### src/hdl/coh_consts.svh
// Offsets, reset values, field positions and timing figures of the option block.
// Assumes inclusion by bare name from the package and the design modules.
`ifndef COH_CONSTS_SVH
`define COH_CONSTS_SVH

// Byte addresses of the two-byte settings (low byte even, high byte odd)
`define COH_ADDR_OPT0_LO 8'h00
`define COH_ADDR_OPT0_HI 8'h01
`define COH_ADDR_CUR_LO 8'h02
`define COH_ADDR_CUR_HI 8'h03
`define COH_ADDR_VLT_LO 8'h04
`define COH_ADDR_VLT_HI 8'h05
`define COH_ADDR_OPT1_LO 8'h30
`define COH_ADDR_OPT1_HI 8'h31

// Reset values
`define COH_RST_OPT0_LO 8'h0e
`define COH_RST_OPT0_HI 8'he2
`define COH_RST_OPT1_LO 8'h00
`define COH_RST_OPT1_HI 8'h00
`define COH_RST_CUR 16'h0000
`define COH_RST_VLT 16'h0000

// Field positions in the high option byte
`define COH_BIT_LOW_POWER 7
`define COH_BIT_WD_HI 6
`define COH_BIT_WD_LO 5
`define COH_BIT_AUTO_OFF 4
`define COH_BIT_REV_GOOD 3
`define COH_BIT_OOA 2
`define COH_BIT_RATE 1
// Field in the low option byte
`define COH_BIT_LOOP_ON 1
// Comparator enables in the high byte of option one
`define COH_BIT_CMP_A 6
`define COH_BIT_CMP_B 5

// Watchdog period codes
`define COH_WD_OFF 2'b00
`define COH_WD_SHORT 2'b01
`define COH_WD_MID 2'b10
`define COH_WD_LONG 2'b11

// Watchdog periods in seconds, clock rate in hertz
`define COH_WD_SHORT_S 5
`define COH_WD_MID_S 88
`define COH_WD_LONG_S 175
`define COH_CLK_HZ 125000000

`endif

### src/hdl/coh_pkg.sv
// Types shared by the option block and its watchdog.
// Assumes the constants header sits beside it.
`include "coh_consts.svh"

package coh_pkg;

    // One byte write as decoded by the serial host port
    typedef struct packed {
        logic       stb;
        logic [7:0] addr;
        logic [7:0] data;
    } coh_wr_t;

    // Enables that other registers request for the monitor blocks
    typedef struct packed {
        logic prochot_en;
        logic dchg_mon_en;
        logic pwr_mon_en;
        logic cmp_en;
        logic adc_en;
    } coh_perf_t;

endpackage

### src/hdl/coh_wdog.sv
// Charge watchdog: counts the selected period and flags expiry.
// Assumes the kick is a one-cycle pulse per qualifying committed write.
`include "coh_consts.svh"
module coh_wdog
    import coh_pkg::*;
#(
    parameter int CNT_W = 35,
    parameter logic [63:0] SHORT_CYC = 64'd625000000,
    parameter logic [63:0] MID_CYC = 64'd11000000000,
    parameter logic [63:0] LONG_CYC = 64'd21875000000
) (
    input wire logic i_ref_clk,
    input wire logic i_reset,
    input wire logic [1:0] i_period,
    input wire logic i_kick,
    output logic o_expired_r,
    output logic o_expire_pulse_r
);

    logic [CNT_W-1:0] count_r;
    logic [CNT_W-1:0] limit;
    logic wd_on;
    logic hit;

    // period code decode
    assign limit = (i_period == `COH_WD_SHORT) ? SHORT_CYC[CNT_W-1:0] :
                   (i_period == `COH_WD_MID) ? MID_CYC[CNT_W-1:0] :
                   LONG_CYC[CNT_W-1:0];
    assign wd_on = (i_period != `COH_WD_OFF);
    assign hit = wd_on && !o_expired_r && (count_r == limit - CNT_W'(1));

    // restart from zero on kick
    always_ff @(posedge i_ref_clk) begin
        if (i_reset || i_kick || !wd_on || o_expired_r) begin
            count_r <= '0;
        end else begin
            count_r <= count_r + CNT_W'(1);
        end
    end

    // kick clears an expiry; a disabled watchdog never stays expired
    always_ff @(posedge i_ref_clk) begin
        if (i_reset || i_kick || !wd_on) begin
            o_expired_r <= 1'b0;
            o_expire_pulse_r <= 1'b0;
        end else begin
            o_expired_r <= o_expired_r | hit;
            o_expire_pulse_r <= hit;
        end
    end

endmodule

### src/hdl/coh_top.sv
// Upper option byte control: pairing of byte writes, low-power gating,
// charge watchdog, input-limit auto-off, charge-ok and converter selects.
// Assumes byte writes and reads arrive decoded from the serial port, one per cycle.
//
// How it works
// Low byte first, then high; both commit together; high-first sequences are ignored.
// Low power off with battery only: monitors follow their own register requests.
// Low power on with battery only: prochot, monitors, comparator off, no ADC.
// In low power, either designated option-one bit still enables the comparator.
// No current or voltage write within the period forces current to zero.
// After expiry, current, voltage or period writes restart it; valid values resume.
// Period code: off, 5 s, 88 s, 175 s; reset selects 175 s.
// Auto-off set and battery pin falling clears the input-limit loop enable.
// Reverse-mode flag set drives charge-ok high during OTG operation.
// Out-of-audio set keeps burst rate above 25 kHz; clear gives no limit.
// Rate bit zero selects 1200 kHz, one selects 800 kHz; resets to one.
// Host programs the rate bit after each power-on reset to suit the inductor.
// Each qualifying write restarts the watchdog count from zero.
`include "coh_consts.svh"
module coh_top
    import coh_pkg::*;
#(
    parameter logic [63:0] WD_SHORT_CYC = 64'(`COH_WD_SHORT_S) * 64'(`COH_CLK_HZ),
    parameter logic [63:0] WD_MID_CYC = 64'(`COH_WD_MID_S) * 64'(`COH_CLK_HZ),
    parameter logic [63:0] WD_LONG_CYC = 64'(`COH_WD_LONG_S) * 64'(`COH_CLK_HZ),
    parameter int WD_CNT_W = 35
) (
    input wire logic i_ref_clk,
    input wire logic i_reset,
    input wire coh_wr_t i_wr,
    input wire logic [7:0] i_rd_addr,
    input wire coh_perf_t i_perf_req,
    input wire logic i_battery_only,
    input wire logic i_battery_present_cell_pin,
    input wire logic i_otg_active,
    input wire logic i_adapter_present,
    input wire logic i_values_valid,
    output logic [7:0] o_rd_data,
    output coh_perf_t o_perf_ctrl,
    output logic o_adapter_good_output,
    output logic o_charging_on,
    output logic [15:0] o_charge_current_setting,
    output logic o_input_limit_loop_on,
    output logic o_pulse_skip_burst_floor,
    output logic o_switching_rate_800k
);

    logic [7:0] opt0_lo_r, opt0_hi_r, opt1_lo_r, opt1_hi_r;
    logic [15:0] cur_r, vlt_r;
    logic pend_r;
    logic [7:0] pend_addr_r, pend_data_r;
    logic batp_d_r;
    logic wd_expired, wd_pulse;
    // Reset bytes held as typed constants so single bits can be picked out
    localparam logic [7:0] RST_LO = `COH_RST_OPT0_LO;
    localparam logic [7:0] RST_HI = `COH_RST_OPT0_HI;

    // Pairing decode: a high byte commits only after its own low byte
    logic wr_lo, wr_hi, pair_ok;
    logic [7:0] base;
    logic c_opt0, c_cur, c_vlt, c_opt1, kick;
    assign wr_lo = i_wr.stb && !i_wr.addr[0];
    assign wr_hi = i_wr.stb && i_wr.addr[0];
    assign base = {i_wr.addr[7:1], 1'b0};
    // commit only on matching pair
    assign pair_ok = wr_hi && pend_r && (pend_addr_r == base);
    assign c_opt0 = pair_ok && (base == `COH_ADDR_OPT0_LO);
    assign c_cur = pair_ok && (base == `COH_ADDR_CUR_LO);
    assign c_vlt = pair_ok && (base == `COH_ADDR_VLT_LO);
    assign c_opt1 = pair_ok && (base == `COH_ADDR_OPT1_LO);
    // qualifying writes restart the watchdog
    assign kick = c_opt0 || c_cur || c_vlt;

    // Low-power and auto-off decode
    logic lp, batp_fall, auto_clr, loop_nxt;
    logic [7:0] opt0_lo_nxt;
    logic [15:0] cur_nxt;
    assign lp = opt0_hi_r[`COH_BIT_LOW_POWER] && i_battery_only;
    assign batp_fall = batp_d_r && !i_battery_present_cell_pin;
    // pin fall clears loop enable, wins over a host write
    assign auto_clr = opt0_hi_r[`COH_BIT_AUTO_OFF] && batp_fall;
    assign opt0_lo_nxt = c_opt0 ? pend_data_r : opt0_lo_r;
    assign loop_nxt = opt0_lo_nxt[`COH_BIT_LOOP_ON] && !auto_clr;
    // expiry forces the current setting to zero
    assign cur_nxt = wd_pulse ? `COH_RST_CUR :
                     c_cur ? {i_wr.data, pend_data_r} : cur_r;

    // Pending low byte; any low write replaces it, any high write consumes it
    always_ff @(posedge i_ref_clk) begin
        if (i_reset) begin
            pend_r <= 1'b0;
            pend_addr_r <= 8'h00;
            pend_data_r <= 8'h00;
        end else if (wr_lo) begin
            pend_r <= 1'b1;
            pend_addr_r <= i_wr.addr;
            pend_data_r <= i_wr.data;
        end else if (wr_hi) begin
            pend_r <= 1'b0;
        end
    end

    // Stored settings; both bytes land in the same cycle
    always_ff @(posedge i_ref_clk) begin
        if (i_reset) begin
            opt0_lo_r <= `COH_RST_OPT0_LO;
            opt0_hi_r <= `COH_RST_OPT0_HI;
            opt1_lo_r <= `COH_RST_OPT1_LO;
            opt1_hi_r <= `COH_RST_OPT1_HI;
            cur_r <= `COH_RST_CUR;
            vlt_r <= `COH_RST_VLT;
            batp_d_r <= 1'b1;
        end else begin
            opt0_lo_r <= {opt0_lo_nxt[7:2], loop_nxt, opt0_lo_nxt[0]};
            opt0_hi_r <= c_opt0 ? i_wr.data : opt0_hi_r;
            opt1_lo_r <= c_opt1 ? pend_data_r : opt1_lo_r;
            opt1_hi_r <= c_opt1 ? i_wr.data : opt1_hi_r;
            cur_r <= cur_nxt;
            vlt_r <= c_vlt ? {i_wr.data, pend_data_r} : vlt_r;
            batp_d_r <= i_battery_present_cell_pin;
        end
    end

    // Watchdog period field steers the timer; large counts stay parameters
    coh_wdog #(
        .CNT_W(WD_CNT_W),
        .SHORT_CYC(WD_SHORT_CYC),
        .MID_CYC(WD_MID_CYC),
        .LONG_CYC(WD_LONG_CYC)
    ) u_wdog (
        .i_ref_clk(i_ref_clk),
        .i_reset(i_reset),
        .i_period(opt0_hi_r[`COH_BIT_WD_HI:`COH_BIT_WD_LO]),
        .i_kick(kick),
        .o_expired_r(wd_expired),
        .o_expire_pulse_r(wd_pulse)
    );

    // Read mux; unmapped offsets read zero
    logic [7:0] rd_nxt;
    assign rd_nxt = (i_rd_addr == `COH_ADDR_OPT0_LO) ? opt0_lo_r :
                    (i_rd_addr == `COH_ADDR_OPT0_HI) ? opt0_hi_r :
                    (i_rd_addr == `COH_ADDR_CUR_LO) ? cur_r[7:0] :
                    (i_rd_addr == `COH_ADDR_CUR_HI) ? cur_r[15:8] :
                    (i_rd_addr == `COH_ADDR_VLT_LO) ? vlt_r[7:0] :
                    (i_rd_addr == `COH_ADDR_VLT_HI) ? vlt_r[15:8] :
                    (i_rd_addr == `COH_ADDR_OPT1_LO) ? opt1_lo_r :
                    (i_rd_addr == `COH_ADDR_OPT1_HI) ? opt1_hi_r : 8'h00;

    // Monitor gating in low power
    coh_perf_t perf_nxt;
    logic cmp_keep;
    assign cmp_keep = opt1_hi_r[`COH_BIT_CMP_A] || opt1_hi_r[`COH_BIT_CMP_B];
    // gate monitors by power mode
    assign perf_nxt.prochot_en = i_perf_req.prochot_en && !lp;
    assign perf_nxt.dchg_mon_en = i_perf_req.dchg_mon_en && !lp;
    assign perf_nxt.pwr_mon_en = i_perf_req.pwr_mon_en && !lp;
    assign perf_nxt.adc_en = i_perf_req.adc_en && !lp;
    // comparator kept by option one
    assign perf_nxt.cmp_en = lp ? cmp_keep : i_perf_req.cmp_en;

    // Output flops; every output is registered so downstream sees clean levels
    always_ff @(posedge i_ref_clk) begin
        if (i_reset) begin
            o_rd_data <= 8'h00;
            o_perf_ctrl <= '0;
            o_adapter_good_output <= 1'b0;
            o_charging_on <= 1'b0;
            o_charge_current_setting <= `COH_RST_CUR;
            o_input_limit_loop_on <= RST_LO[`COH_BIT_LOOP_ON];
            o_pulse_skip_burst_floor <= RST_HI[`COH_BIT_OOA];
            o_switching_rate_800k <= RST_HI[`COH_BIT_RATE];
        end else begin
            o_rd_data <= rd_nxt;
            o_perf_ctrl <= perf_nxt;
            // OTG drives charge-ok when flagged
            o_adapter_good_output <= i_adapter_present ||
                (opt0_hi_r[`COH_BIT_REV_GOOD] && i_otg_active);
            // resume only with valid values
            o_charging_on <= !wd_expired && i_values_valid && (cur_r != `COH_RST_CUR);
            o_charge_current_setting <= cur_r;
            o_input_limit_loop_on <= opt0_lo_r[`COH_BIT_LOOP_ON];
            // burst floor select
            o_pulse_skip_burst_floor <= opt0_hi_r[`COH_BIT_OOA];
            // converter rate select
            o_switching_rate_800k <= opt0_hi_r[`COH_BIT_RATE];
        end
    end

    // Checks on the guarded behaviour
    a_high_first_ignored: assert property (@(posedge i_ref_clk) disable iff (i_reset)
        (wr_hi && !pend_r && i_wr.addr == `COH_ADDR_OPT0_HI) |=> $stable(opt0_hi_r))
        else $error("high byte without low byte changed the option");
    a_perf_follows_req: assert property (@(posedge i_ref_clk) disable iff (i_reset)
        (!opt0_hi_r[`COH_BIT_LOW_POWER] && i_battery_only)
        |=> o_perf_ctrl.prochot_en == $past(i_perf_req.prochot_en))
        else $error("performance mode did not follow request");
    a_lp_gates_mon: assert property (@(posedge i_ref_clk) disable iff (i_reset)
        lp |=> !o_perf_ctrl.prochot_en && !o_perf_ctrl.adc_en &&
            !o_perf_ctrl.pwr_mon_en && !o_perf_ctrl.dchg_mon_en)
        else $error("low power left a monitor on");
    a_lp_cmp_keep: assert property (@(posedge i_ref_clk) disable iff (i_reset)
        (lp && cmp_keep) |=> o_perf_ctrl.cmp_en)
        else $error("comparator not kept in low power");
    a_wd_zero_cur: assert property (@(posedge i_ref_clk) disable iff (i_reset)
        wd_pulse |=> cur_r == `COH_RST_CUR ##1 !o_charging_on)
        else $error("expiry did not clear charge current");
    a_kick_clears: assert property (@(posedge i_ref_clk) disable iff (i_reset)
        (kick && wd_expired) |=> !wd_expired)
        else $error("qualifying write did not restart watchdog");
    a_wd_off_code: assert property (@(posedge i_ref_clk) disable iff (i_reset)
        (opt0_hi_r[`COH_BIT_WD_HI:`COH_BIT_WD_LO] == `COH_WD_OFF) |=> !wd_pulse)
        else $error("disabled watchdog expired");
    a_auto_off_clr: assert property (@(posedge i_ref_clk) disable iff (i_reset)
        auto_clr |=> !opt0_lo_r[`COH_BIT_LOOP_ON] ##1 !o_input_limit_loop_on)
        else $error("auto-off did not clear loop enable");
    a_otg_good: assert property (@(posedge i_ref_clk) disable iff (i_reset)
        (opt0_hi_r[`COH_BIT_REV_GOOD] && i_otg_active) |=> o_adapter_good_output)
        else $error("charge-ok not driven in OTG");
    a_burst_select: assert property (@(posedge i_ref_clk) disable iff (i_reset)
        c_opt0 |=> ##1 o_pulse_skip_burst_floor == $past(i_wr.data[`COH_BIT_OOA], 2))
        else $error("burst floor not taken from write");
    a_rate_select: assert property (@(posedge i_ref_clk) disable iff (i_reset)
        c_opt0 |=> ##1 o_switching_rate_800k == $past(i_wr.data[`COH_BIT_RATE], 2))
        else $error("rate select not taken from write");
    c_pair_commit: cover property (@(posedge i_ref_clk) disable iff (i_reset) c_opt0);
    c_wd_expiry: cover property (@(posedge i_ref_clk) disable iff (i_reset) wd_pulse);
    c_auto_off: cover property (@(posedge i_ref_clk) disable iff (i_reset) auto_clr);
    c_lp_cmp: cover property (@(posedge i_ref_clk) disable iff (i_reset) lp && cmp_keep);

endmodule

### config.mk
export PLATFORM = sky130hd
export DESIGN_NAME = coh_top
export DESIGN_NICKNAME = d
export VERILOG_FILES = /design/src/hdl/coh_pkg.sv /design/src/hdl/coh_wdog.sv /design/src/hdl/coh_top.sv
export VERILOG_INCLUDE_DIRS = /design/src /design/src/hdl
export SDC_FILE = /design/constraint.sdc
export NUM_CORES = 1
export LEC_CHECK = 0
export BUFFER_PORTS_ARGS = -buffer_cell sky130_fd_sc_hd__buf_2
export CORE_MARGIN = 8
export CORE_UTILIZATION = 60
export CTS_BUF_LIST = sky130_fd_sc_hd__clkbuf_8
export DETAILED_ROUTE_END_ITERATION = 10
export PLACE_DENSITY = 0.85
export SLEW_MARGIN = 10
export SYNTH_ARGS = -nofsm -noshare
export SYNTH_HDL_FRONTEND = slang
export SYNTH_SLANG_ARGS = --single-unit
### constraint.sdc
create_clock -name i_ref_clk -period 4.6 [get_ports i_ref_clk]
set_clock_uncertainty 0.2 [all_clocks]
set_input_delay 0.46 -clock i_ref_clk [delete_from_list [all_inputs] [get_ports i_ref_clk]]
set_output_delay 0.46 -clock i_ref_clk [all_outputs]
set_load 0.02 [all_outputs]
# Word level (Yosys, flattened, before mapping)
# Cells that the tools add are included.
[word_totals]
ff_bits = 153
in_bits = 37
output_inout_bits = 34
elab_cells = 97
[op_classes]
addsub = 2
n_eq_ne = 14
n_mux = 14
n_bitwise = 1
n_reduce_logical = 40
[op_table]
columns = ["cell", "n"]
rows = [
  ["2-to-1 mux 35 bit", 2],
  ["2-to-1 mux 8 bit", 8],
  ["adder 35 x 1 -> 35 bit (second input constant)", 1],
  ["equality test 35 bit", 1],
  ["subtractor 35 x 1 -> 35 bit (second input constant)", 1],
  ["logical AND 1 bit", 21],
  ["equality test 8 x 2 -> 1 bit (second input constant)", 2],
  ["equality test 8 x 3 -> 1 bit (second input constant)", 2],
  ["equality test 8 x 6 -> 1 bit (second input constant)", 2],
  ["logical NOT 8 bit", 2],
  ["nonzero test 16 bit", 1],
  ["equality test 8 x 1 -> 1 bit (second input constant)", 1],
  ["equality test 8 bit", 1],
  ["equality test 7 x 1 -> 1 bit (second input constant)", 1],
  ["equality test 7 x 2 -> 1 bit (second input constant)", 1],
  ["equality test 7 x 5 -> 1 bit (second input constant)", 1],
  ["logical OR 1 bit", 7],
  ["logical NOT 1 bit", 6],
  ["nonzero test 2 bit", 2],
  ["2-to-1 mux 1 bit", 3],
  ["equality test 2 x 1 -> 1 bit (second input constant)", 1],
  ["equality test 2 bit (second input constant)", 1],
  ["2-to-1 mux 2 bit", 1],
  ["OR reduction 2 bit", 1],
  ["OR 1 bit", 1],
]

# Longest topological paths before layout
# Gate-level depths: netlist of run 1.
[depth]
word_depth = 9
depth_mapped = 7
mapped_depth_nobuf = 7

# By module
# From an unflattened synthesis of run 1, not the netlist that was laid out.
[hier_totals]
hier_cells = 735
hier_area_um2 = 6693.9
[by_module_without_submodules]
columns = ["mod", "instances", "cells_per_inst", "area_each_um2", "seq_area_each_um2"]
rows = [
  ["coh_top", 1, 508, 4780.8, 2322.2],
  ["coh_wdog", 1, 227, 1913.1, 740.7],
]

# Worst setup path after synthesis of run 1
# OpenSTA, ideal clock, no wires.
[synth_timing]
kind = "input port to flip-flop"
startpoint = "input i_wr[10] in the netlist's numbering"
endpoint = "register vlt_r[10]"
setup_ps = 70
arrival_ps = 1824
required_ps = 4330
path_slack_ps = 2505
cell_stages = 7
path_buffers = 2
path_cell_list = "xor2_1 -> nor4_2 -> nand4_1 -> buf_6 -> buf_6 -> or3_1 -> a21oi_1"
[synth_via]
elab_chain_cells = 3
word_cells_on_any_way = 4
classes_between = "eq/ne: 2; reduce/logical: 2"
[synth_lines]
columns = ["item", "line_no", "source"]
rows = [
  ["start, declared", "coh_top.sv:30", "input wire coh_wr_t i_wr,"],
  ["equality test 8 bit", "coh_top.sv:66", "assign pair_ok = wr_hi && pend_r && (pend_addr_r == base);"],
  ["logical AND 1 bit", "coh_top.sv:66", ""],
  ["logical AND 1 bit (*)", "coh_top.sv:69", "assign c_vlt = pair_ok && (base == `COH_ADDR_VLT_LO);"],
  ["end signal, assigned", "coh_top.sv:111", "vlt_r <= `COH_RST_VLT;"],
  ["end signal, assigned", "coh_top.sv:119", "vlt_r <= c_vlt ? {i_wr.data, pend_data_r} : vlt_r;"],
  ["end, declared", "coh_top.sv:49", "logic [15:0] cur_r, vlt_r;"],
]
# Mark *: on every way between the ends. The rest lies on a longest branch, timed or not.
# A chain may end at the register's enable or synchronous reset.

# Worst setup path after layout of run 1
[layout_timing]
startpoint = "register pend_addr_r[3]"
endpoint = "register u_wdog.o_expire_pulse_r"
[layout_via]
elab_chain_cells = 7
word_cells_on_any_way = 9
classes_between = "eq/ne: 1; reduce/logical: 8"
[layout_lines]
columns = ["item", "line_no", "source"]
rows = [
  ["start, declared", "coh_top.sv:51", "logic [7:0] pend_addr_r, pend_data_r;"],
  ["start signal, assigned", "coh_top.sv:96", "pend_addr_r <= i_wr.addr;"],
  ["equality test 8 bit (*)", "coh_top.sv:66", ""],
  ["logical AND 1 bit (*)", "coh_top.sv:66", ""],
  ["logical AND 1 bit, on equally long branches", "coh_top.sv:67, coh_top.sv:68", ""],
  ["logical OR 1 bit", "coh_top.sv:72", "assign kick = c_opt0 || c_cur || c_vlt;"],
  ["logical OR 1 bit (*)", "coh_top.sv:72", ""],
  ["logical OR 1 bit (*) (2 in series)", "coh_wdog.sv:43", "if (i_reset || i_kick || !wd_on) begin"],
  ["end signal, assigned", "coh_wdog.sv:48", "o_expire_pulse_r <= hit;"],
  ["end, declared", "coh_wdog.sv:17", "output logic o_expire_pulse_r"],
]
# Marks and branches as above.

==> summary.txt, run 1 <==
Yosys
  • Synth Register Bits: 153
  • Area contributors post-synth: dfxtp_1 (46%), mux2i_1 (6.2%), nor2_1 (5.5%)
  • Syn Area/Cell: 8.857 um^2
  • FFs w/ async S/R, synth: 0%
  • Cell taking the most area after synthesis: dfxtp_1
  • Instance count of the mapped netlist: 750
  • Most frequent cell after synthesis: dfxtp_1
  • Yosys cell types: 52
  • Most instantiated cells after synthesis: dfxtp_1 (153), nor2_1 (98), a21oi_1 (44), nand2_1 (44), mux2i_1 (41)
  • Top-area cell type share of the netlist area: 46.11%
  • Register area share after synthesis: 46.11%
  • Syn. warnings: 0
  • Post-Synthesis Cell Area: 0.006643 mm^2
  • Post-synth EDFFs: 0
  • Main flop type after synthesis: dfxtp_1
  • Post-synth net total: 792

Global route
  • Grt ovf: 0
  • Largest net degree at the start of global routing: 67
  • Global-route wire length before repair: 25.99 mm
  • Gr usage total: 22.02%
  • Vias in the first global route: 5300
  • Antenna violations before repair: 0

Placement
  • Gpl congestion: 0.9306
  • Dpl hpwl: 11.49 mm
  • Number of I/O port buffers: 70

Layout
  • Filler cell count: 846
  • Diode count: 0
  • Share of cells above drive strength 1: 13.75%
  • Register Area: 0.003063 mm^2
  • Synthesis-to-layout area growth: 11.23%
  • NumNets Final: 837
  • Multi-input logic area: 0.003286 mm^2

Setup path
  • Type of destination of the critical path: flop
  • Crit path arrival time: 2.65 ns
  • Crit Path Category: reg -> reg
  • Startpoint Class: flop
  • Reg2reg path depth: 6
  • Data required, critical path: 4.69 ns
  • Crit Path Max Fanout: 66

Timing
  • RSZ-0062 raised after global routing: no
  • Period utilization: 55.66%
  • Relative slew slack: 21.13%
  • Hold Vio Cnt, Final: 0
  • Final Slew Violations: 0
  • Post-layout min period: 2.560 ns
  • Setup TNS: 0 ns
  • Worst slew pin tran: 1.181 ns
  • Setup violations, final: 0
  • Fmax: 390.6 MHz

Pwr
  • Max rail drop VDD: 0.2391 mV
  • Pwr Total: 2.524 mW
  • PwrDens: 341.6 mW/mm^2
  • Static Leak: 2.900 nW

Floorplan
  • Core ar.: 0.01084 mm^2
  • Chip Width: 121.2 um
  • Core Rows: 38
  • Die Area: 0.01469 mm^2
  • Ports: 71
  • Starting density of the core: 61.28%
  • Die height: 121.2 um

Hold path
  • Hold path depth: 3
  • Worst hold path type: in -> reg

Clock network
  • CTS tree: built
  • # H-tree levels: 4
  • Clock Path Buffers: 2
  • Num CTS Buffers: 17
  • CTS Hold Buffers Added: 0
  • Clock slew at reported path FFs: 0.07 ns
  • CTS resizes: 0
  • Worst-Skew Late Latency: 0.45 ns
  • Post-CTS Repair Setup Buffers: 0
  • Root Driver: clkbuf_8
  • Clock Sinks: 153

Route
  • Vias per Instance: 5.903
  • DRC: 0
  • 1st-iter DRT viols: 501
  • Final ANT Viol Nets: 0
  • Routed len/inst: 16.98 um
  • Vias: 5590
  • Final WL: 16.08 mm
  • DRT Pass-1 Iters: 5

Run
  • Max-Cap Viols: 0

Status
  • Status: complete, no violations
==> cells by family after synthesis <==
kind of cell | count (synthesis) | share of synthesized area, %
compound gates | 139 | 13.22
xor+xnor | 40 | 5.274
fa+ha+maj | 5 | 0.9418
buf+inv | 68 | 4.521
flops | 153 | 46.11
mux | 42 | 6.348
simple gates | 303 | 23.58
==> metal layers <==
layer | global-route usage [%] | share of wire [%] | vias up
met5 | 0 | 0 | -
met4 | 7.479 | 1.6 | 0
met3 | 5.677 | 7.8 | 22
met2 | 35.44 | 47 | 205
met1 | 28.13 | 44 | 2650
li1 | - | - | 2713
==> layout by cell type, fill, tap and decap left out, drive strengths merged, types with 12 or more instances in the layout <==
cell    instances
dfxtp         153
nor2           98
buf            74
nand2          44
a21oi          44
mux2i          41
o21ai          40
or3            34
xor2           32
inv            23
nor2b          20
nand3          20
clkbuf         18
nand4          17
a21boi         16
nor4           13
and3           12
a221oi         12
==> path summary, 6_finish.rpt <==
kind,from,end,slack (ns)
max reg2reg,pend_addr_r[3],u_wdog.o_expire_pulse_r,2.04
max,pend_addr_r[3],u_wdog.o_expire_pulse_r,2.04
min reg2reg,u_wdog.count_r[0],u_wdog.count_r[0],0.25
min,i_adapter_present,o_adapter_good_output,0.02
==> cell type report <==
class | instances | share of cell area, %
clock buffers | 18 | 3.353
clock inverters | 13 | 2.185
inverters | 20 | 1.016
multi-input cells | 529 | 44.47
flip-flops and latches | 153 | 41.46
well taps | 140 | 2.371
repair buffers | 74 | 5.148
==> per-stage QoR <==
| stage | cells | utilization (%) | setup WS, ns | cell area, um^2 | hold WS, ns |
|---|---|---|---|---|---|
| global placement | 916 | 64.38 | 1.877 | 6979 | 0.2283 |
| CTS | 947 | 68.16 | 2.044 | 7388 | 0.002571 |
| detailed placement | 916 | 64.38 | 1.774 | 6979 | 0.2404 |
| global route | 947 | 68.16 | 1.829 | 7388 | 0.01134 |
| finish | 947 | 68.16 | 2.040 | 7388 | 0.01613 |
| floorplan | 750 | - | 2.505 | 6643 | 0.2179 |
==> sequential cells by signal (all words and copies together), names as in the netlist <==
| signal | count |
|---|---|
| opt1_hi_r | 8 |
| opt1_lo_r | 8 |
| batp_d_r | 1 |
| o_charge_current_setting | 16 |
| u_wdog.o_expired_r | 1 |
| o_switching_rate_800k | 1 |
| u_wdog.count_r | 35 |
| o_pulse_skip_burst_floor | 1 |
| pend_data_r | 8 |
| opt0_lo_r | 8 |
| vlt_r | 16 |
| o_input_limit_loop_on | 1 |
| opt0_hi_r | 8 |
| cur_r | 16 |
| u_wdog.o_expire_pulse_r | 1 |
| pend_r | 1 |
| pend_addr_r | 8 |
| o_perf_ctrl | 5 |
| o_adapter_good_output | 1 |
| o_rd_data | 8 |
| o_charging_on | 1 |
==> critical path: stages, from the launching register on <==
cell	delay [ns]
dfxtp_1	0.31
nand4bb_1	0.18
nor3b_1	0.34
nand4_1	0.15
buf_4	0.32
o21ai_4	0.75
nor4_1	0.14
==> power breakdown <==
part	internal, mW	switching [mW]	leakage, nW
Combinational	0.0390	0.0834	1.44
Clock	0.590	0.467	0.225
Sequential	1.34	0.00887	1.24
Total	1.96	0.559	2.90
Note: power is estimated with default switching activity, not from simulation.
==> run 2: changes to the inputs <==
--- a/config.mk
+++ b/config.mk
@@ -8,10 +8,10 @@
 export LEC_CHECK = 0
 export BUFFER_PORTS_ARGS = -buffer_cell sky130_fd_sc_hd__buf_2
 export CORE_MARGIN = 8
-export CORE_UTILIZATION = 60
+export CORE_UTILIZATION = 55
 export CTS_BUF_LIST = sky130_fd_sc_hd__clkbuf_8
 export DETAILED_ROUTE_END_ITERATION = 10
-export PLACE_DENSITY = 0.85
+export PLACE_DENSITY = 0.82
 export SLEW_MARGIN = 10
 export SYNTH_ARGS = -nofsm -noshare
 export SYNTH_HDL_FRONTEND = slang
==> constraint.sdc (replaced) <==
create_clock -name i_ref_clk -period 2.3 [get_ports i_ref_clk]
set_clock_uncertainty 0.2 [all_clocks]
set_input_delay 0.23 -clock i_ref_clk [delete_from_list [all_inputs] [get_ports i_ref_clk]]
set_output_delay 0.23 -clock i_ref_clk [all_outputs]
set_load 0.02 [all_outputs]
==> run 2 against run 1 <==
Sequential share of layout area decreased by 2.4 points. Register-to-register slack got worse by 1.9 ns. Non-clock buffer count increased by 47. Final cell count increased by 5.8%. Wire length increased by 5.0%. Critical endpoint is now vlt_r[3]. Largest power group unchanged.
==> summary.txt, run 2 (synthesis results as in run 1) <==
Timing
  • Worst slew pin tran: 1.039 ns (was 1.181 ns)
  • Post-layout min period: 2.184 ns
  • Hold Vio Cnt, Final: 0 (unchanged)
  • RSZ-0062 raised after global routing: yes (was no)
  • Setup violations, final: 0 (unchanged)
  • Setup TNS: 0 ns (unchanged)
  • Fmax: 457.8 MHz
  • Relative slew slack: 30.46% (was 21.13%)
  • Period utilization: 94.98%
  • Setup ws final: 0.1156 ns (was 2.040 ns)
  • Final Slew Violations: 0 (unchanged)

Setup path
  • Crit Path Category: in -> reg (was reg -> reg)
  • Startpoint Class: input pin (was flop)
  • CP Launch Point: i_wr[12] (was pend_addr_r[3])
  • Crit Path Max Fanout: 66 (unchanged)
  • Data required, critical path: 2.48 ns (was 4.69 ns)
  • Type of destination of the critical path: flop (unchanged)
  • Crit path arrival time: 2.36 ns (was 2.65 ns)
  • R2R Path Start: opt0_hi_r[5] (was pend_addr_r[3])

Global route
  • Gr usage total: 21.28% (was 22.02%)
  • Largest net degree at the start of global routing: 67 (unchanged)
  • Grt ovf: 0 (unchanged)
  • Global-route wire length before repair: 27.70 mm (was 25.99 mm)
  • Antenna violations before repair: 0 (unchanged)
  • Vias in the first global route: 5634 (was 5300)

Pwr
  • P_sw: 1.192 mW (was 559.2 uW)
  • Pwr Total: 4.887 mW (was 2.524 mW)
  • Static Leak: 3.097 nW (was 2.900 nW)
  • Clock Power Share: 38.7% (was 41.9%)
  • Sw Ratio: 24.39% (was 22.16%)
  • PwrDens: 623.6 mW/mm^2 (was 341.6 mW/mm^2)
  • Internal: 3.695 mW (was 1.965 mW)
  • Reg power frac: 55.0% (was 53.3%)
  • Comb pwr share: 6.3% (was 4.8%)
  • Max rail drop VDD: 0.2816 mV (was 0.2391 mV)

Route
  • Vias: 5928 (was 5590)
  • 1st-iter DRT viols: 659 (was 501)
  • Final ANT Viol Nets: 0 (unchanged)
  • Vias per Instance: 5.916 (was 5.903)
  • DRC: 0 (unchanged)
  • Final WL: 16.89 mm (was 16.08 mm)
  • Routed len/inst: 16.85 um (was 16.98 um)
  • DRT Pass-1 Iters: 5 (unchanged)

Hold path
  • Hold path startpoint: i_rd_addr[2] (was i_adapter_present)
  • Worst hold path type: in -> reg (unchanged)

Layout
  • Most flops, register: u_wdog.count_r (unchanged)
  • NumNets Final: 884 (was 837)
  • Share of cells above drive strength 1: 15.79% (was 13.75%)
  • Synthesis-to-layout area growth: 17.97% (was 11.23%)
  • Diode count: 0 (unchanged)
  • Max FFs per register: 35 (unchanged)
  • Most frequent cells in the layout: dfxtp_1 (153), nor2_1 (98), buf_2 (70) (unchanged)
  • Filler cell count: 936 (was 846)
  • Commonest non-fill, non-tap cell in the layout: dfxtp_1 (unchanged)

Floorplan
  • Die Area: 0.01585 mm^2 (was 0.01469 mm^2)
  • Starting density of the core: 55.77% (was 61.28%)
  • Core Rows: 40 (was 38)
  • Die height: 125.9 um (was 121.2 um)
  • Core ar.: 0.01191 mm^2 (was 0.01084 mm^2)
  • Chip Width: 125.9 um (was 121.2 um)
  • Ports: 71 (unchanged)

Run
  • Max-Cap Viols: 0 (unchanged)

Placement
  • Dpl ws: 0.03889 ns (was 1.774 ns)
  • Gpl congestion: 0.9116 (was 0.9306)
  • Number of I/O port buffers: 70 (unchanged)
  • Dpl hpwl: 11.78 mm (was 11.49 mm)

Status
  • Status: complete, no violations (unchanged)

Clock network
  • Clock Path Buffers: 2 (unchanged)
  • Clock slew at reported path FFs: 0.08 ns (was 0.07 ns)
  • Worst-Skew Late Latency: 0.46 ns (was 0.45 ns)
  • CTS tree: built (unchanged)
  • Num CTS Buffers: 17 (unchanged)
  • # H-tree levels: 4 (unchanged)
  • Root Driver: clkbuf_8 (unchanged)
  • Clock Sinks: 153 (unchanged)
-- run 2: per-layer routing --
metal	vias up	wire [um]	global-route usage [%]
met1	2794	7243	27.17
li1	2811	-	-
met2	280	7683	32.69
met3	43	1532	6.034
met5	-	0	0
met4	0	428	9.696
-- run 2: metrics by stage --
step | instances | utilization, % | cell area (um^2) | hold slack [ns]
3_5_place_dp | 941 | 60.17 | 7167 | 0.2446
5_1_grt | 1002 | 65.79 | 7836 | 0.07840
3_3_place_gp | 941 | 60.17 | 7167 | 0.2306
2_1_floorplan | 750 | - | 6643 | 0.1366
6_report | 1002 | 65.79 | 7836 | 0.07050
4_1_cts | 1001 | 65.59 | 7812 | 0.04593
-- run 2: final timing paths --
kind                                      endpoint  cells past startpoint  slack, ns
worst max register to register  u_wdog.o_expired_r                      7       0.12
worst max-delay path                      vlt_r[3]                      8       0.12
worst min-delay path                  o_rd_data[7]                      4       0.07
worst min register to register   u_wdog.count_r[0]                      1       0.26
-- run 2: what timing repair did --
item	CTS	global route
hold buffers	28	0
hold endpoints to repair	51	0
gates resized for setup	0	3
setup buffers	0	1
endpoints found under the setup margin	0	11
-- run 2: worst max-delay path, cell delays in order --
cell           delay (ns)
dlygate4sd3_1        0.54
buf_2                0.15
xor2_1               0.15
nor4_2               0.32
nand4_1              0.20
buf_12               0.24
or3_1                0.38
a21oi_1              0.15
-- run 2: layout make-up --
type | instances | area, um^2 | share of cell area (%)
Clock inverter | 13 | 103.9 | 1.325
Sequential cell | 153 | 3063 | 39.09
Inverter | 20 | 75.07 | 0.9580
Tap cell | 147 | 183.9 | 2.347
Timing Repair Buffer | 121 | 853.3 | 10.89
Clock buffer | 19 | 261.5 | 3.337
Multi-Input combinational cell | 529 | 3296 | 42.06
-- run 2: power by group through the flow --
stage | combinational [mW] | clock, mW | sequential, mW
after global placement | 0.254 | 0 | 2.75
after global routing | 0.332 | 2.03 | 2.69
after detailed placement | 0.264 | 0 | 2.75
after CTS | 0.300 | 1.92 | 2.69
final | 0.308 | 1.89 | 2.69
after floorplan | 0.147 | 0 | 2.75
==> run 3: changes to the inputs <==
--- a/config.mk
+++ b/config.mk
@@ -7,10 +7,11 @@
 export NUM_CORES = 1
 export LEC_CHECK = 0
 export BUFFER_PORTS_ARGS = -buffer_cell sky130_fd_sc_hd__buf_2
-export CORE_MARGIN = 8
+export CORE_ASPECT_RATIO = 1.4
 export CORE_UTILIZATION = 55
 export CTS_BUF_LIST = sky130_fd_sc_hd__clkbuf_8
 export DETAILED_ROUTE_END_ITERATION = 10
+export GPL_ROUTABILITY_DRIVEN = 0
 export PLACE_DENSITY = 0.82
 export SLEW_MARGIN = 10
 export SYNTH_ARGS = -nofsm -noshare
==> run 3 against run 2 <==
Fmax shrank 0.51%. Sequential power is essentially flat. First-iteration DRC count shrank 36%. Critical path type unchanged. Largest cell class unchanged.
==> summary.txt, run 3 (synthesis results as in run 1) <==
Floorplan
  • Core ar.: 0.01182 mm^2 (was 0.01191 mm^2)
  • Chip Width: 94.88 um (was 125.9 um)
  • Die height: 132.0 um (was 125.9 um)
  • Die Area: 0.01253 mm^2 (was 0.01585 mm^2)
  • Ports: 71 (unchanged)
  • Core Rows: 47 (was 40)
  • Starting density of the core: 56.20% (was 55.77%)

Pwr
  • Comb pwr share: 6.2% (was 6.3%)
  • Max rail drop VDD: 0.5038 mV (was 0.2816 mV)
  • Reg power frac: 53.8% (was 55.0%)
  • Static Leak: 3.099 nW (was 3.097 nW)
  • PwrDens: 636.0 mW/mm^2 (was 623.6 mW/mm^2)
  • P_sw: 1.191 mW (was 1.192 mW)
  • Sw Ratio: 23.84% (was 24.39%)
  • Pwr Total: 4.994 mW (was 4.887 mW)
  • Internal: 3.803 mW (was 3.695 mW)
  • Clock Power Share: 40.0% (was 38.7%)

Timing
  • Final Slew Violations: 0 (unchanged)
  • Period utilization: 95.47% (was 94.98%)
  • Post-layout min period: 2.196 ns (was 2.184 ns)
  • Relative slew slack: 34.61% (was 30.46%)
  • Fmax: 455.4 MHz (was 457.8 MHz)
  • Worst slew pin tran: 0.9772 ns (was 1.039 ns)
  • Setup ws final: 0.1043 ns (was 0.1156 ns)
  • RSZ-0062 raised after global routing: no (was yes)
  • Hold Vio Cnt, Final: 0 (unchanged)
  • Hold WS: 0.08888 ns (was 0.07050 ns)
  • Setup violations, final: 0 (unchanged)

Route
  • Routed len/inst: 16.83 um (was 16.85 um)
  • Final WL: 16.82 mm (was 16.89 mm)
  • Vias per Instance: 5.934 (was 5.916)
  • Vias: 5928 (unchanged)
  • 1st-iter DRT viols: 423 (was 659)
  • DRC: 0 (unchanged)
  • DRT Pass-1 Iters: 5 (unchanged)
  • Final ANT Viol Nets: 0 (unchanged)

Global route
  • Grt ovf: 0 (unchanged)
  • M1 GR Usage: 30.93% (was 27.17%)
  • Global-route wire length before repair: 26.97 mm (was 27.70 mm)
  • GR peak layer: met2 (unchanged)
  • Met3 global-route usage: 7.382% (was 6.034%)
  • Antenna violations before repair: 0 (unchanged)
  • Gr usage total: 27.83% (was 21.28%)
  • Vias in the first global route: 5663 (was 5634)
  • Largest net degree at the start of global routing: 71 (was 67)
  • Met2 Track Usage GR: 46.92% (was 32.69%)

Placement
  • Placed cell count: 938 (was 941)
  • Dpl hpwl: 11.83 mm (was 11.78 mm)
  • Number of I/O port buffers: 70 (unchanged)
  • Dpl ws: -0.03877 ns (was 0.03889 ns)

Layout
  • Max FFs per register: 35 (unchanged)
  • Filler cell count: 951 (was 936)
  • Most frequent cells in the layout: dfxtp_1 (153), nor2_1 (98), buf_2 (70) (unchanged)
  • Diode count: 0 (unchanged)
  • Synthesis-to-layout area growth: 18.20% (was 17.97%)
  • Commonest non-fill, non-tap cell in the layout: dfxtp_1 (unchanged)
  • Non-filler cells, final: 999 (was 1002)
  • NumNets Final: 881 (was 884)
  • Most flops, register: u_wdog.count_r (unchanged)
  • Share of cells above drive strength 1: 15.49% (was 15.79%)

Setup path
  • Type of destination of the critical path: flop (unchanged)
  • Crit path arrival time: 2.37 ns (was 2.36 ns)
  • Crit Path Category: in -> reg (unchanged)
  • Startpoint Class: input pin (unchanged)
  • Data required, critical path: 2.47 ns (was 2.48 ns)
  • Crit Path Max Fanout: 66 (unchanged)

Hold path
  • Worst hold path type: in -> reg (unchanged)

Clock network
  • Clock slew at reported path FFs: 0.08 ns (about the same)
  • Clock Sinks: 153 (unchanged)
  • CTS tree: built (unchanged)
  • Worst-Skew Late Latency: 0.45 ns (was 0.46 ns)
  • Num CTS Buffers: 17 (unchanged)
  • Clock Path Buffers: 2 (unchanged)
  • Root Driver: clkbuf_8 (unchanged)
  • # H-tree levels: 4 (unchanged)

Run
  • Max-Cap Viols: 0 (unchanged)

Status
  • Status: complete, no violations (unchanged)
==> run 3: per-stage QoR <==
step | utilization (%) | TNS [ns] | cell area [um^2]
6_report | 66.42 | 0 | 7851
5_1_grt | 66.42 | 0 | 7851
4_1_cts | 66.22 | 0 | 7828
3_5_place_dp | 60.55 | -0.03877 | 7157
3_3_place_gp | 60.55 | 0 | 7157
2_1_floorplan | - | 0 | 6643
==> run 3: what timing repair did <==
action,in CTS,in global routing
setup buffers,0,1
hold endpoints to repair,48,0
gates resized for setup,0,3
endpoints found under the setup margin,0,10
hold buffers,28,0
==> run 3: power by group through the flow <==
stage	clock, mW	combinational (mW)	sequential [mW]
global placement	0	0.255	2.75
floorplan	0	0.147	2.75
detailed placement	0	0.263	2.75
global route	2.16	0.331	2.69
finish	2.00	0.308	2.69
CTS	2.02	0.301	2.69
==> run 3: cell type report <==
| type | count | area [um^2] | area share [%] |
|---|---|---|---|
| flip-flops and latches | 153 | 3063 | 39.01 |
| clock buffers | 19 | 261.5 | 3.331 |
| clock inverters | 13 | 128.9 | 1.641 |
| repair buffers | 118 | 843.3 | 10.74 |
| well taps | 147 | 183.9 | 2.343 |
| multi-input cells | 529 | 3296 | 41.98 |
| inverters | 20 | 75.07 | 0.9562 |
==> run 3: per-layer routing <==
metal / vias to the layer above / part of all wire [%] / wire length [um]
li1: 2810 / - / -
met1: 2790 / 38 / 6381
met2: 254 / 51 / 8584
met3: 74 / 5.8 / 975
met4: 0 / 5.2 / 877
met5: - / 0 / 0
==> run 3: final timing paths <==
path	startpoint	to	slack [ns]	depth (start not counted)
worst min register to register	u_wdog.count_r[0]	u_wdog.count_r[0]	0.25	1
worst max register to register	opt0_hi_r[5]	u_wdog.o_expired_r	0.17	7
worst min-delay path	i_wr[8]	pend_data_r[4]	0.09	5
worst max-delay path	i_wr[9]	cur_r[3]	0.10	8
==> run 3: critical path: stages <==
cell and delay, ns:
dlygate4sd3_1 0.52, buf_2 0.16, xor2_1 0.16, nor4_2 0.32
nand4_1 0.21, buf_12 0.24, or3_1 0.37, a21boi_1 0.14
